### config.mk
export PLATFORM = sky130hd
export DESIGN_NAME = dci_top
export DESIGN_NICKNAME = d
export VERILOG_FILES = /design/src/dci_top.v
export VERILOG_INCLUDE_DIRS = /design/src
export SDC_FILE = /design/constraint.sdc
export NUM_CORES = 1
export LEC_CHECK = 0
export ABC_CLOCK_PERIOD_IN_PS = 4500
export BUFFER_PORTS_ARGS = -buffer_cell sky130_fd_sc_hd__buf_2
export CAP_MARGIN = 20
export CELL_PAD_IN_SITES_DETAIL_PLACEMENT = 1
export CELL_PAD_IN_SITES_GLOBAL_PLACEMENT = 1
export CORE_UTILIZATION = 36
export DETAILED_ROUTE_END_ITERATION = 8
export PLACE_DENSITY = 0.82
export SLEW_MARGIN = 10
export SYNTH_ARGS = -nofsm -noshare
export SYNTH_HDL_FRONTEND = slang
export SYNTH_SLANG_ARGS = --single-unit
### constraint.sdc
create_clock -name clk -period 4.5 [get_ports clk]
set_input_delay 0.9 -clock clk [delete_from_list [all_inputs] [get_ports clk]]
set_output_delay 0.9 -clock clk [all_outputs]
set_load 0.005 [all_outputs]
### src/dci_regs.vh
// Register map and field constants for the converter interface
`ifndef DCI_REGS_VH
`define DCI_REGS_VH

`define DCI_OFF_COMMAND   5'h00
`define DCI_OFF_MODE      5'h04
`define DCI_OFF_HOLDING   5'h08
`define DCI_OFF_OUTPUT    5'h0C
`define DCI_OFF_STATUS    5'h10
`define DCI_OFF_IRQ_SET   5'h14
`define DCI_OFF_IRQ_CLR   5'h18
`define DCI_OFF_IRQ_MASK  5'h1C

`define DCI_ADDR_W        8
`define DCI_CH_SEL_BIT    5
`define DCI_OFF_MSB       4
`define DCI_ALIGN_W       2

`define DCI_SOFT_RST_BIT  0
`define DCI_TRIG_EN_BIT   0
`define DCI_TRIG_SEL_LSB  1
`define DCI_TRIG_SEL_MSB  3
`define DCI_RES_BIT       4
`define DCI_MODE_W        5
`define DCI_READY_BIT     0

`define DCI_DATA_W        10
`define DCI_LOW_BYTE_W    8
`define DCI_TIMER_NUM     6
`define DCI_TIMER_SEL_MAX 3'h5
`define DCI_RES_10        1'b0
`define DCI_RES_8         1'b1

`define DCI_ZERO32        32'h0000_0000
`define DCI_MODE_RST      5'h00
`define DCI_DATA_RST      10'h000

`endif

### src/dci_top.v
// Two-channel digital-to-analog converter control with register port
//
// Behaviour
// - Untriggered: output loads one cycle after write
// - Triggered: selected timer rising edge loads output
// - Output register loads from holding register, or from new write data on a timer edge in the same cycle
// - Resolution bit selects 10-bit or 8-bit
// - 8-bit: shift left two, low bits zero
// - DMA uses byte in 8-bit, half-word otherwise
// - Ready flag tracks pending holding value
// - Ready flag can raise an interrupt
// - Command bit 0 one soft-resets; zero ignored
// - Output code maps linearly onto reference range
// - Two identical channels, own output and interrupt
// - Timer select 0..5; codes 11x reserved
// - Ready: 0 pending/reset/untriggered, trigger enable sets
// - Holding and output both read the adjusted value, zero-padded
// - Enable-set sets mask, enable-clear clears it
`timescale 1ns/1ps
`default_nettype none
`include "dci_regs.vh"

module dci_channel #(
    parameter DATA_W = `DCI_DATA_W,
    parameter TIMER_NUM = `DCI_TIMER_NUM
) (
    input wire clk,
    input wire srst,
    input wire [`DCI_OFF_MSB:0] off,
    input wire [31:0] wdata,
    input wire wr_en,
    input wire [TIMER_NUM-1:0] timer_output_a,
    output reg [31:0] read_value,
    output reg [DATA_W-1:0] output_data_r,
    output reg irq_r,
    output reg dma_byte_r
);

    reg [`DCI_MODE_W-1:0] mode_r;
    reg [DATA_W-1:0] holding_r;
    reg ready_r;
    reg mask_r;
    reg xfer_pend_r;
    reg timer_prev_r;

    reg [`DCI_MODE_W-1:0] mode_nxt;
    reg [DATA_W-1:0] holding_nxt;
    reg [DATA_W-1:0] output_nxt;
    reg ready_nxt;
    reg mask_nxt;
    reg xfer_pend_nxt;
    reg [DATA_W-1:0] adj_data;
    reg timer_sel;
    reg timer_rise;
    reg wr_cmd;
    reg wr_mode;
    reg wr_hold;
    reg wr_irq_set;
    reg wr_irq_clr;
    reg soft_rst;
    reg trig_turn_on;
    reg trig_turn_off;

    wire trig_en = mode_r[`DCI_TRIG_EN_BIT];
    wire [2:0] trig_sel = mode_r[`DCI_TRIG_SEL_MSB:`DCI_TRIG_SEL_LSB];
    wire res_8 = (mode_r[`DCI_RES_BIT] == `DCI_RES_8);

    // Zero bits under an 8-bit sample
    localparam PAD_W = DATA_W - `DCI_LOW_BYTE_W;

    // Selected timer level; reserved codes give no trigger
    function sel_timer;
        input [2:0] sel;
        input [TIMER_NUM-1:0] tio;
        begin
            if (sel <= `DCI_TIMER_SEL_MAX) begin
                sel_timer = tio[sel];
            end else begin
                sel_timer = 1'b0;
            end
        end
    endfunction

    // Access aimed at one register offset
    function reg_hit;
        input [`DCI_OFF_MSB:0] cur;
        input [`DCI_OFF_MSB:0] tgt;
        begin
            reg_hit = (cur == tgt);
        end
    endfunction

    // Write decode, one strobe per writable register
    always @* begin
        wr_cmd = wr_en && reg_hit(off, `DCI_OFF_COMMAND);
        wr_mode = wr_en && reg_hit(off, `DCI_OFF_MODE);
        wr_hold = wr_en && reg_hit(off, `DCI_OFF_HOLDING);
        wr_irq_set = wr_en && reg_hit(off, `DCI_OFF_IRQ_SET) && wdata[`DCI_READY_BIT];
        wr_irq_clr = wr_en && reg_hit(off, `DCI_OFF_IRQ_CLR) && wdata[`DCI_READY_BIT];
        soft_rst = wr_cmd && wdata[`DCI_SOFT_RST_BIT];
        trig_turn_on = wr_mode && wdata[`DCI_TRIG_EN_BIT] && !trig_en;
        trig_turn_off = wr_mode && !wdata[`DCI_TRIG_EN_BIT];
    end

    // Write data aligned to the resolution
    always @* begin
        if (res_8) begin
            adj_data = {wdata[`DCI_LOW_BYTE_W-1:0], {PAD_W{1'b0}}};
        end else begin
            adj_data = wdata[DATA_W-1:0];
        end
    end

    // Selected timer and its rising edge
    always @* begin
        timer_sel = sel_timer(trig_sel, timer_output_a);
        timer_rise = trig_en && timer_sel && !timer_prev_r;
    end

    // Mode register
    always @* begin
        mode_nxt = mode_r;
        if (soft_rst) begin
            mode_nxt = `DCI_MODE_RST;
        end else if (wr_mode) begin
            mode_nxt = wdata[`DCI_MODE_W-1:0];
        end
    end

    // Holding register and untriggered transfer request
    always @* begin
        holding_nxt = holding_r;
        xfer_pend_nxt = 1'b0;
        if (soft_rst) begin
            holding_nxt = `DCI_DATA_RST;
        end else if (wr_hold) begin
            holding_nxt = adj_data;
            xfer_pend_nxt = !trig_en;
        end
    end

    // Output register, fed from the holding path, or from new write data on a timer edge
    always @* begin
        output_nxt = output_data_r;
        if (soft_rst) begin
            output_nxt = `DCI_DATA_RST;
        end else if (timer_rise) begin
            // New write in the edge cycle goes straight through
            output_nxt = wr_hold ? adj_data : holding_r;
        end else if (xfer_pend_r && !trig_en) begin
            output_nxt = holding_r;
        end
    end

    // Ready flag; mode writes that turn the trigger on or off outrank a timer edge
    always @* begin
        ready_nxt = ready_r;
        if (soft_rst) begin
            ready_nxt = 1'b0;
        end else if (trig_turn_on) begin
            ready_nxt = 1'b1;
        end else if (trig_turn_off) begin
            ready_nxt = 1'b0;
        end else if (timer_rise) begin
            ready_nxt = 1'b1;
        end else if (wr_hold) begin
            ready_nxt = 1'b0;
        end
    end

    // Interrupt mask
    always @* begin
        mask_nxt = mask_r;
        if (soft_rst) begin
            mask_nxt = 1'b0;
        end else if (wr_irq_set) begin
            mask_nxt = 1'b1;
        end else if (wr_irq_clr) begin
            mask_nxt = 1'b0;
        end
    end

    always @(posedge clk) begin
        if (srst) begin
            mode_r <= `DCI_MODE_RST;
            holding_r <= `DCI_DATA_RST;
            output_data_r <= `DCI_DATA_RST;
            ready_r <= 1'b0;
            mask_r <= 1'b0;
            xfer_pend_r <= 1'b0;
        end else begin
            mode_r <= mode_nxt;
            holding_r <= holding_nxt;
            output_data_r <= output_nxt;
            ready_r <= ready_nxt;
            mask_r <= mask_nxt;
            xfer_pend_r <= xfer_pend_nxt;
        end
    end

    // Previous timer sample, kept through soft reset
    always @(posedge clk) begin
        if (srst) begin
            timer_prev_r <= 1'b0;
        end else begin
            timer_prev_r <= timer_sel;
        end
    end

    // Pin-side flags follow the next register state
    always @(posedge clk) begin
        if (srst) begin
            irq_r <= 1'b0;
            dma_byte_r <= 1'b0;
        end else begin
            irq_r <= ready_nxt && mask_nxt;
            dma_byte_r <= (mode_nxt[`DCI_RES_BIT] == `DCI_RES_8);
        end
    end

    always @* begin
        read_value = `DCI_ZERO32;
        case (off)
            `DCI_OFF_MODE: read_value[`DCI_MODE_W-1:0] = mode_r;
            `DCI_OFF_HOLDING: read_value[DATA_W-1:0] = holding_r;
            `DCI_OFF_OUTPUT: read_value[DATA_W-1:0] = output_data_r;
            `DCI_OFF_STATUS: read_value[`DCI_READY_BIT] = ready_r;
            `DCI_OFF_IRQ_MASK: read_value[`DCI_READY_BIT] = mask_r;
            default: read_value = `DCI_ZERO32;
        endcase
    end

endmodule // dci_channel

module dci_top #(
    parameter DATA_W = `DCI_DATA_W,
    parameter TIMER_NUM = `DCI_TIMER_NUM
) (
    input wire clk,
    input wire srst,
    input wire [`DCI_ADDR_W-1:0] addr,
    input wire [31:0] wdata,
    input wire wr_en,
    input wire rd_en,
    input wire [TIMER_NUM-1:0] timer_output_a,
    output reg [31:0] rdata,
    output wire [DATA_W-1:0] analog_out0,
    output wire [DATA_W-1:0] analog_out1,
    output wire ch0_irq,
    output wire ch1_irq,
    output wire dma_byte0,
    output wire dma_byte1
);

    wire [31:0] ch_read [0:1];
    wire [DATA_W-1:0] ch_out [0:1];
    wire [1:0] ch_irq;
    wire [1:0] ch_byte;
    wire [1:0] ch_wr;
    wire ch_idx = addr[`DCI_CH_SEL_BIT];
    // Accesses with stray upper or alignment bits are dropped
    wire addr_ok = ~|addr[`DCI_ADDR_W-1:`DCI_CH_SEL_BIT+1] && ~|addr[`DCI_ALIGN_W-1:0];

    genvar g;
    generate
        for (g = 0; g < 2; g = g + 1) begin : gen_ch
            assign ch_wr[g] = wr_en && addr_ok && (ch_idx == g);
            dci_channel #(
                .DATA_W(DATA_W),
                .TIMER_NUM(TIMER_NUM)
            ) u_ch (
                .clk(clk),
                .srst(srst),
                .off(addr[`DCI_OFF_MSB:0]),
                .wdata(wdata),
                .wr_en(ch_wr[g]),
                .timer_output_a(timer_output_a),
                .read_value(ch_read[g]),
                .output_data_r(ch_out[g]),
                .irq_r(ch_irq[g]),
                .dma_byte_r(ch_byte[g])
            );
        end
    endgenerate

    assign analog_out0 = ch_out[0];
    assign analog_out1 = ch_out[1];
    assign ch0_irq = ch_irq[0];
    assign ch1_irq = ch_irq[1];
    assign dma_byte0 = ch_byte[0];
    assign dma_byte1 = ch_byte[1];

    // Read data valid only in the cycle after the strobe
    always @(posedge clk) begin
        if (srst) begin
            rdata <= `DCI_ZERO32;
        end else if (rd_en && addr_ok) begin
            rdata <= ch_read[ch_idx];
        end else begin
            rdata <= `DCI_ZERO32;
        end
    end

endmodule // dci_top
`default_nettype wire

==> flow_metrics.py, run 1 <==
metrics = {
    "status": {
        "status": "finished, final reports clean",
    },
    "layout": {
        "fin_nets": 512,
        "seqCellArea_um2": 1400,
        "stdcell_area_um2": 4420,
        "diodes": 0,
        "fill_cells": 1217,
        "multi_input_area_um2": 2240,
        "final_cell_mix": "dfxtp_1, buf_2, nor2_1, mux2i_1, a211oi_1",
        "drive_gt1_frac": 0.285,
        "layoutNonFillerInstCount": 603,
        "final_common_cell": "dfxtp_1",
        "area_growth_pct": 13.2,
        "fin_util": 0.425,
    },
    "timing": {
        "maxSlewHeadroom": 0.503,
        "worst_slew_pin_slew_ns": 0.744,
        "rsz0062_at_grt": "no",
        "hold_violations": 0,
        "skew_ns": 0.00817,
        "period_share": 0.607,
        "timing.hold.ws_ns": 0.542,
        "setup_viol": 0,
        "finalCriticalPeriod_ns": 2.73,
        "tns_ns": 0,
        "drv_slew": 0,
        "max_freq_mhz": 366,
    },
    "setup_path": {
        "cp_max_fo": 24,
        "crit_cells": 6,
        "cp_cell_sequence": "buf_2, nor2b_1, nand4b_4, nor3b_2, a211oi_1, a211oi_1",
        "r2r_slack_ns": 2.46,
        "cp.arrival_ns": 2.99,
        "path_delay_family": "simple AND/OR/NAND/NOR gates",
        "slowest_delay_ns": 0.57,
        "critical_path.slowest_cell": "nor2b_1",
        "reg2regPathDepth": 6,
        "end_kind": "flip-flop",
        "cpMostUsedCell": "a211oi_1",
        "crit_buf_inv": 1,
        "crit_type": "in -> reg",
        "cp.required_ns": 4.76,
        "worstReg2RegEnd": "gen_ch[1].u_ch.output_data_r[6]",
        "cp-endpoint": "gen_ch[0].u_ch.output_data_r[1]",
        "rr_startpoint": "gen_ch[1].u_ch.mode_r[1]",
        "crit_start": "addr[3]",
        "worstSetupStartpointType": "input port",
    },
    "global_routing": {
        "grt_max_degree": 27,
        "grt_pass1_wl_um": 18700,
        "overflow": 0,
        "first_global_vias": 3607,
        "antenna_found_initial": 0,
        "gr-usage-all-layers": 0.215,
    },
    "placed_design": {
        "place_area_um2": 4180,
        "dp_cells": 585,
        "io_buffers": 61,
        "hpwl_um": 8290,
        "place_congestion": 0.835,
    },
    "yosys": {
        "synthCells": 410,
        "synth-async-reset-ratio": 0,
        "synthesis.area_um2": 3910,
        "ys.flop_type": "dfxtp_1",
        "synth.distinct_cells": 60,
        "ys_ff_latch": 70,
        "avgSynthCellArea_um2": 9.53,
        "ys_seq_area_frac": 0.359,
        "ys_warn_count": 0,
        "synth_edf_count": 0,
    },
    "drt": {
        "post_drt_via_cell_ratio": 5.65,
        "drcViolationCount": 0,
        "dr.first_iter.drc_count": 127,
        "ant_nets": 0,
        "wl_um": 11600,
        "vias": 3404,
        "post_drt_wl_per_cell_um": 19.3,
        "drtPass1Iterations": 4,
    },
    "floorplanning": {
        "start_util": 0.375,
        "fp.coreArea_um2": 10400,
        "die_area_um2": 11300,
        "die_h_um": 106,
        "die_w_um": 106,
        "boundaryPins": 106,
        "row_count": 37,
    },
    "pwr": {
        "p_leak_nw": 1.63,
        "p_per_area_nw_per_um2": 290,
        "ir_drop_mv": 0.136,
    },
    "job": {
        "max_cap_violations": 0,
    },
    "clock_tree": {
        "tritoncts": "done",
        "cts_resized": 0,
        "post_cts_buffers": 0,
        "holdBufCountCts": 0,
        "clkSinkCount": 70,
        "clkTransAtPathRegs_ns": 0.08,
        "cts-root-buf": "clkbuf_8",
        "clockBufferDepth": 2,
        "clk_latency_ns": 0.35,
        "numCtsBuffers": 9,
        "cts_max_level": 3,
    },
    "worst_hold_path": {
        "hp-class": "reg -> reg",
    },
}
## Yosys cell counts (all sizes together) (3+ instances only)
cell     n  area share
a211oi  49        0.11
a21oi    9       0.012
a221oi  14       0.033
a22oi    3      0.0070
and3     3      0.0048
and3b    3      0.0067
buf     44       0.078
clkbuf   4      0.0038
dfxtp   70        0.36
inv      6      0.0058
mux2     3      0.0086
mux2i   41        0.10
nand2   15       0.016
nand3    4      0.0051
nor2    52       0.060
nor2b   20       0.034
nor3    11       0.015
nor3b    4       0.012
nor4b    3       0.011
o21ai   21       0.035
## state kept, by name, indices dropped and copies added, names as in the netlist
| signal | cells |
|---|---|
| rdata | 10 |
| gen_ch.u_ch.timer_prev_r | 2 |
| gen_ch.u_ch.mask_r | 2 |
| gen_ch.u_ch.irq_r | 2 |
| gen_ch.u_ch.output_data_r | 20 |
| gen_ch.u_ch.xfer_pend_r | 2 |
| gen_ch.u_ch.ready_r | 2 |
| gen_ch.u_ch.mode_r | 8 |
| gen_ch.u_ch.holding_r | 20 |
| gen_ch.u_ch.dma_byte_r | 2 |
## metal layers
layer	wire length, um	track usage	vias up
met2	5920	0.379	109
met5	0	0	-
met3	590	0.0399	23
li1	-	-	1568
met1	4850	0.257	1704
met4	278	0.0823	0
## final cells by class
class,instances,area share
clock buffers,12,0.0328
flip-flops and latches,70,0.317
repair buffers,68,0.0835
clock inverters,4,0.0158
inverters,6,0.00509
multi-input cells,307,0.507
well taps,136,0.0385
## worst register-to-register path: cells and delay by family (launching register included)
family	cells	cell delay (ns)
compound gates	3	0.58
mux	1	0.54
flops	1	0.45
buf+inv	1	0.22
simple gates	1	0.14
## report_power, final
| group | switching, mW | leakage (nW) | internal [mW] |
|---|---|---|---|
| Clock | 0.237 | 0.110 | 0.326 |
| Sequential | 0.000931 | 0.564 | 0.620 |
| Combinational | 0.0661 | 0.953 | 0.0320 |
## kinds of logic after synthesis
kind of cell | Yosys count | share of synthesized area
mux | 46 | 0.125
other cells | 1 | 0.000959
flops | 70 | 0.359
buf+inv | 54 | 0.0874
simple gates | 128 | 0.196
xor+xnor | 1 | 0.00224
compound gates | 110 | 0.230
## metrics by stage
step | worst slack [ns] | power [mW]
floorplan | 2.23 | 0.709
global placement | 1.39 | 0.726
detailed placement | 1.25 | 0.729
CTS | 1.63 | 1.29
global route | 1.62 | 1.33
finish | 1.77 | 1.28
## worst min path at each step
stage / slack, ns / depth (start not counted) / from / end
2_1_floorplan: 0.47 / 1 / gen_ch[0].u_ch.mode_r[0] / gen_ch[0].u_ch.xfer_pend_r
3_3_place_gp: 0.51 / 1 / gen_ch[0].u_ch.mode_r[0] / gen_ch[0].u_ch.xfer_pend_r
3_5_place_dp: 0.53 / 1 / gen_ch[0].u_ch.mode_r[0] / gen_ch[0].u_ch.xfer_pend_r
4_1_cts: 0.54 / 1 / gen_ch[0].u_ch.mode_r[0] / gen_ch[0].u_ch.xfer_pend_r
5_1_grt: 0.59 / 1 / gen_ch[0].u_ch.mode_r[0] / gen_ch[0].u_ch.xfer_pend_r
6_report: 0.54 / 1 / gen_ch[0].u_ch.mode_r[0] / gen_ch[0].u_ch.xfer_pend_r
Power figures use the tool's default switching activity.
==> run 2: changes to the inputs <==
--- a/config.mk
+++ b/config.mk
@@ -6,14 +6,14 @@
 export SDC_FILE = /design/constraint.sdc
 export NUM_CORES = 1
 export LEC_CHECK = 0
-export ABC_CLOCK_PERIOD_IN_PS = 4500
+export ABC_CLOCK_PERIOD_IN_PS = 2300
 export BUFFER_PORTS_ARGS = -buffer_cell sky130_fd_sc_hd__buf_2
 export CAP_MARGIN = 20
 export CELL_PAD_IN_SITES_DETAIL_PLACEMENT = 1
 export CELL_PAD_IN_SITES_GLOBAL_PLACEMENT = 1
 export CORE_UTILIZATION = 36
 export DETAILED_ROUTE_END_ITERATION = 8
-export PLACE_DENSITY = 0.82
+export PLACE_DENSITY = 0.85
 export SLEW_MARGIN = 10
 export SYNTH_ARGS = -nofsm -noshare
 export SYNTH_HDL_FRONTEND = slang
==> constraint.sdc (replaced) <==
create_clock -name clk -period 2.3 [get_ports clk]
set_input_delay 0.46 -clock clk [delete_from_list [all_inputs] [get_ports clk]]
set_output_delay 0.46 -clock clk [all_outputs]
set_load 0.005 [all_outputs]
==> flow_metrics.py, run 2 (synthesis gave the netlist of run 1 again) <==
metrics = {
    "setup_path": {
        "reg2regPathDepth": 6,
        "r2r_slack_ns": 0.33,
        "cp.required_ns": 2.54,
        "path_delay_family": "compound AO/OA/AOI/OAI gates",
        "cpMostUsedCell": "a211oi_1",
        "crit_type": "reg -> reg",
        "slowest_delay_ns": 0.54,
        "rr_startpoint": "gen_ch[1].u_ch.mode_r[1]",
        "crit_start": "gen_ch[1].u_ch.mode_r[1]",
        "crit_buf_inv": 1,
        "cp_cell_sequence": "mux4_2, a22oi_2, nor3b_2, buf_4, a211oi_1, a211oi_1",
        "worstReg2RegEnd": "gen_ch[1].u_ch.output_data_r[9]",
        "critical_path.slowest_cell": "mux4_2",
        "worstSetupStartpointType": "flip-flop",
        "end_kind": "flip-flop",
        "cp.arrival_ns": 2.21,
        "cp_max_fo": 20,
    },
    "layout": {
        "largest_registers": "gen_ch.u_ch.holding_r: 20 flops, gen_ch.u_ch.output_data_r: 20 flops, rdata: 10 flops",
        "diodes": 0,
        "final_cell_mix": "dfxtp_1, buf_2, nor2_1, mux2i_1, a211oi_1",
        "layoutNonFillerInstCount": 612,
        "final_common_cell": "dfxtp_1",
        "stdcell_area_um2": 4520,
        "fill_cells": 1220,
        "fin_nets": 521,
        "drive_gt1_frac": 0.303,
        "area_growth_pct": 15.7,
    },
    "floorplanning": {
        "fp.coreArea_um2": 10400,
        "boundaryPins": 106,
        "start_util": 0.375,
        "row_count": 37,
        "die_h_um": 106,
        "die_area_um2": 11300,
        "die_w_um": 106,
    },
    "drt": {
        "post_drt_wl_per_cell_um": 19.1,
        "ant_nets": 0,
        "dr.first_iter.drc_count": 118,
        "drtPass1Iterations": 6,
        "drcViolationCount": 0,
        "vias": 3416,
        "post_drt_via_cell_ratio": 5.58,
        "wl_um": 11700,
    },
    "timing": {
        "worst_slack_ns": 0.326,
        "period_share": 0.858,
        "worst_slew_pin_slew_ns": 0.719,
        "finalCriticalPeriod_ns": 1.97,
        "hold_violations": 0,
        "skew_ns": 0.00854,
        "drv_slew": 0,
        "setup_viol": 0,
        "rsz0062_at_grt": "no",
        "tns_ns": 0,
        "maxSlewHeadroom": 0.520,
        "max_freq_mhz": 507,
    },
    "pwr": {
        "power_mw": 2.48,
        "p_sw_mw": 0.634,
        "power.internal_mw": 1.84,
        "ir_drop_mv": 0.374,
        "p_per_area_nw_per_um2": 548,
        "switching_share": 0.256,
        "p_leak_nw": 1.67,
        "power_frac_seq": 0.490,
        "p_clk_frac": 0.429,
        "combPwrFrac": 0.081,
    },
    "global_routing": {
        "overflow": 0,
        "grt_pass1_wl_um": 18800,
        "gr-usage-all-layers": 0.215,
        "first_global_vias": 3569,
        "grt_max_degree": 27,
        "antenna_found_initial": 0,
    },
    "placed_design": {
        "dp_cells": 596,
        "hpwl_um": 8570,
        "place_area_um2": 4310,
        "place_congestion": 0.857,
        "dp_slack_ns": 0.0991,
        "io_buffers": 61,
    },
    "worst_hold_path": {
        "hp-class": "in -> reg",
        "hold_path_depth": 2,
        "min_from": "srst",
        "min_to": "gen_ch[0].u_ch.timer_prev_r",
    },
    "clock_tree": {
        "cts_max_level": 3,
        "clk_latency_ns": 0.35,
        "post_cts_buffers": 0,
        "cts-root-buf": "clkbuf_8",
        "holdBufCountCts": 0,
        "clkTransAtPathRegs_ns": 0.08,
        "clkSinkCount": 70,
        "clockBufferDepth": 2,
        "tritoncts": "done",
        "numCtsBuffers": 9,
        "cts_resized": 0,
    },
    "job": {
        "max_cap_violations": 0,
    },
    "status": {
        "status": "finished, final reports clean",
    },
}
-- run 2: cell count changes in the layout (fill, tap and decap cells not counted) --
cell	previous run	this run
buf_6	1	0
buf_12	0	4
buf_8	1	0
clkbuf_8	10	11
clkinv_2	2	1
clkinvlp_4	0	3
buf_4	5	12
clkbuf_1	2	0
bufinv_16	2	1
-- run 2: how the worst max path moves through the flow --
stage	end	slack [ns]	depth (start not counted)
after floorplan	gen_ch[0].u_ch.output_data_r[3]	0.47	6
after global placement	gen_ch[0].u_ch.output_data_r[8]	0.25	7
after detailed placement	gen_ch[0].u_ch.output_data_r[2]	0.1	6
after CTS	gen_ch[1].u_ch.output_data_r[9]	0.31	6
after global routing	gen_ch[1].u_ch.output_data_r[3]	0.19	6
final	gen_ch[1].u_ch.output_data_r[9]	0.33	6
-- run 2: layout make-up --
class	count	area, um2	share of cell area
repair buffers	77	475	0.105
multi-input cells	307	2240	0.496
clock buffers	11	151	0.0335
flip-flops and latches	70	1400	0.310
well taps	136	170	0.0376
inverters	6	22.5	0.00498
clock inverters	5	57.6	0.0127
-- run 2: power by group through the flow --
stage	Combinational [mW]	Clock [mW]	Sequential (mW)
3_5_place_dp	0.196	0	1.24
5_1_grt	0.217	1.13	1.22
4_1_cts	0.198	1.08	1.22
6_report	0.200	1.06	1.22
3_3_place_gp	0.190	0	1.24
2_1_floorplan	0.143	0	1.24
-- run 2: metrics by stage --
| step | util | hold slack, ns |
|---|---|---|
| 6_report | 0.434 | 0.439 |
| 2_1_floorplan | - | 0.467 |
| 3_3_place_gp | 0.414 | 0.508 |
| 5_1_grt | 0.434 | 0.436 |
| 3_5_place_dp | 0.414 | 0.548 |
| 4_1_cts | 0.434 | 0.431 |
-- run 2: per-layer routing --
| metal | up-vias | track usage | wire length, um |
|---|---|---|---|
| met3 | 27 | 0.0405 | 520 |
| li1 | 1590 | - | - |
| met4 | 0 | 0.0913 | 264 |
| met1 | 1702 | 0.258 | 5140 |
| met2 | 97 | 0.373 | 5760 |
| met5 | - | 0 | 0 |
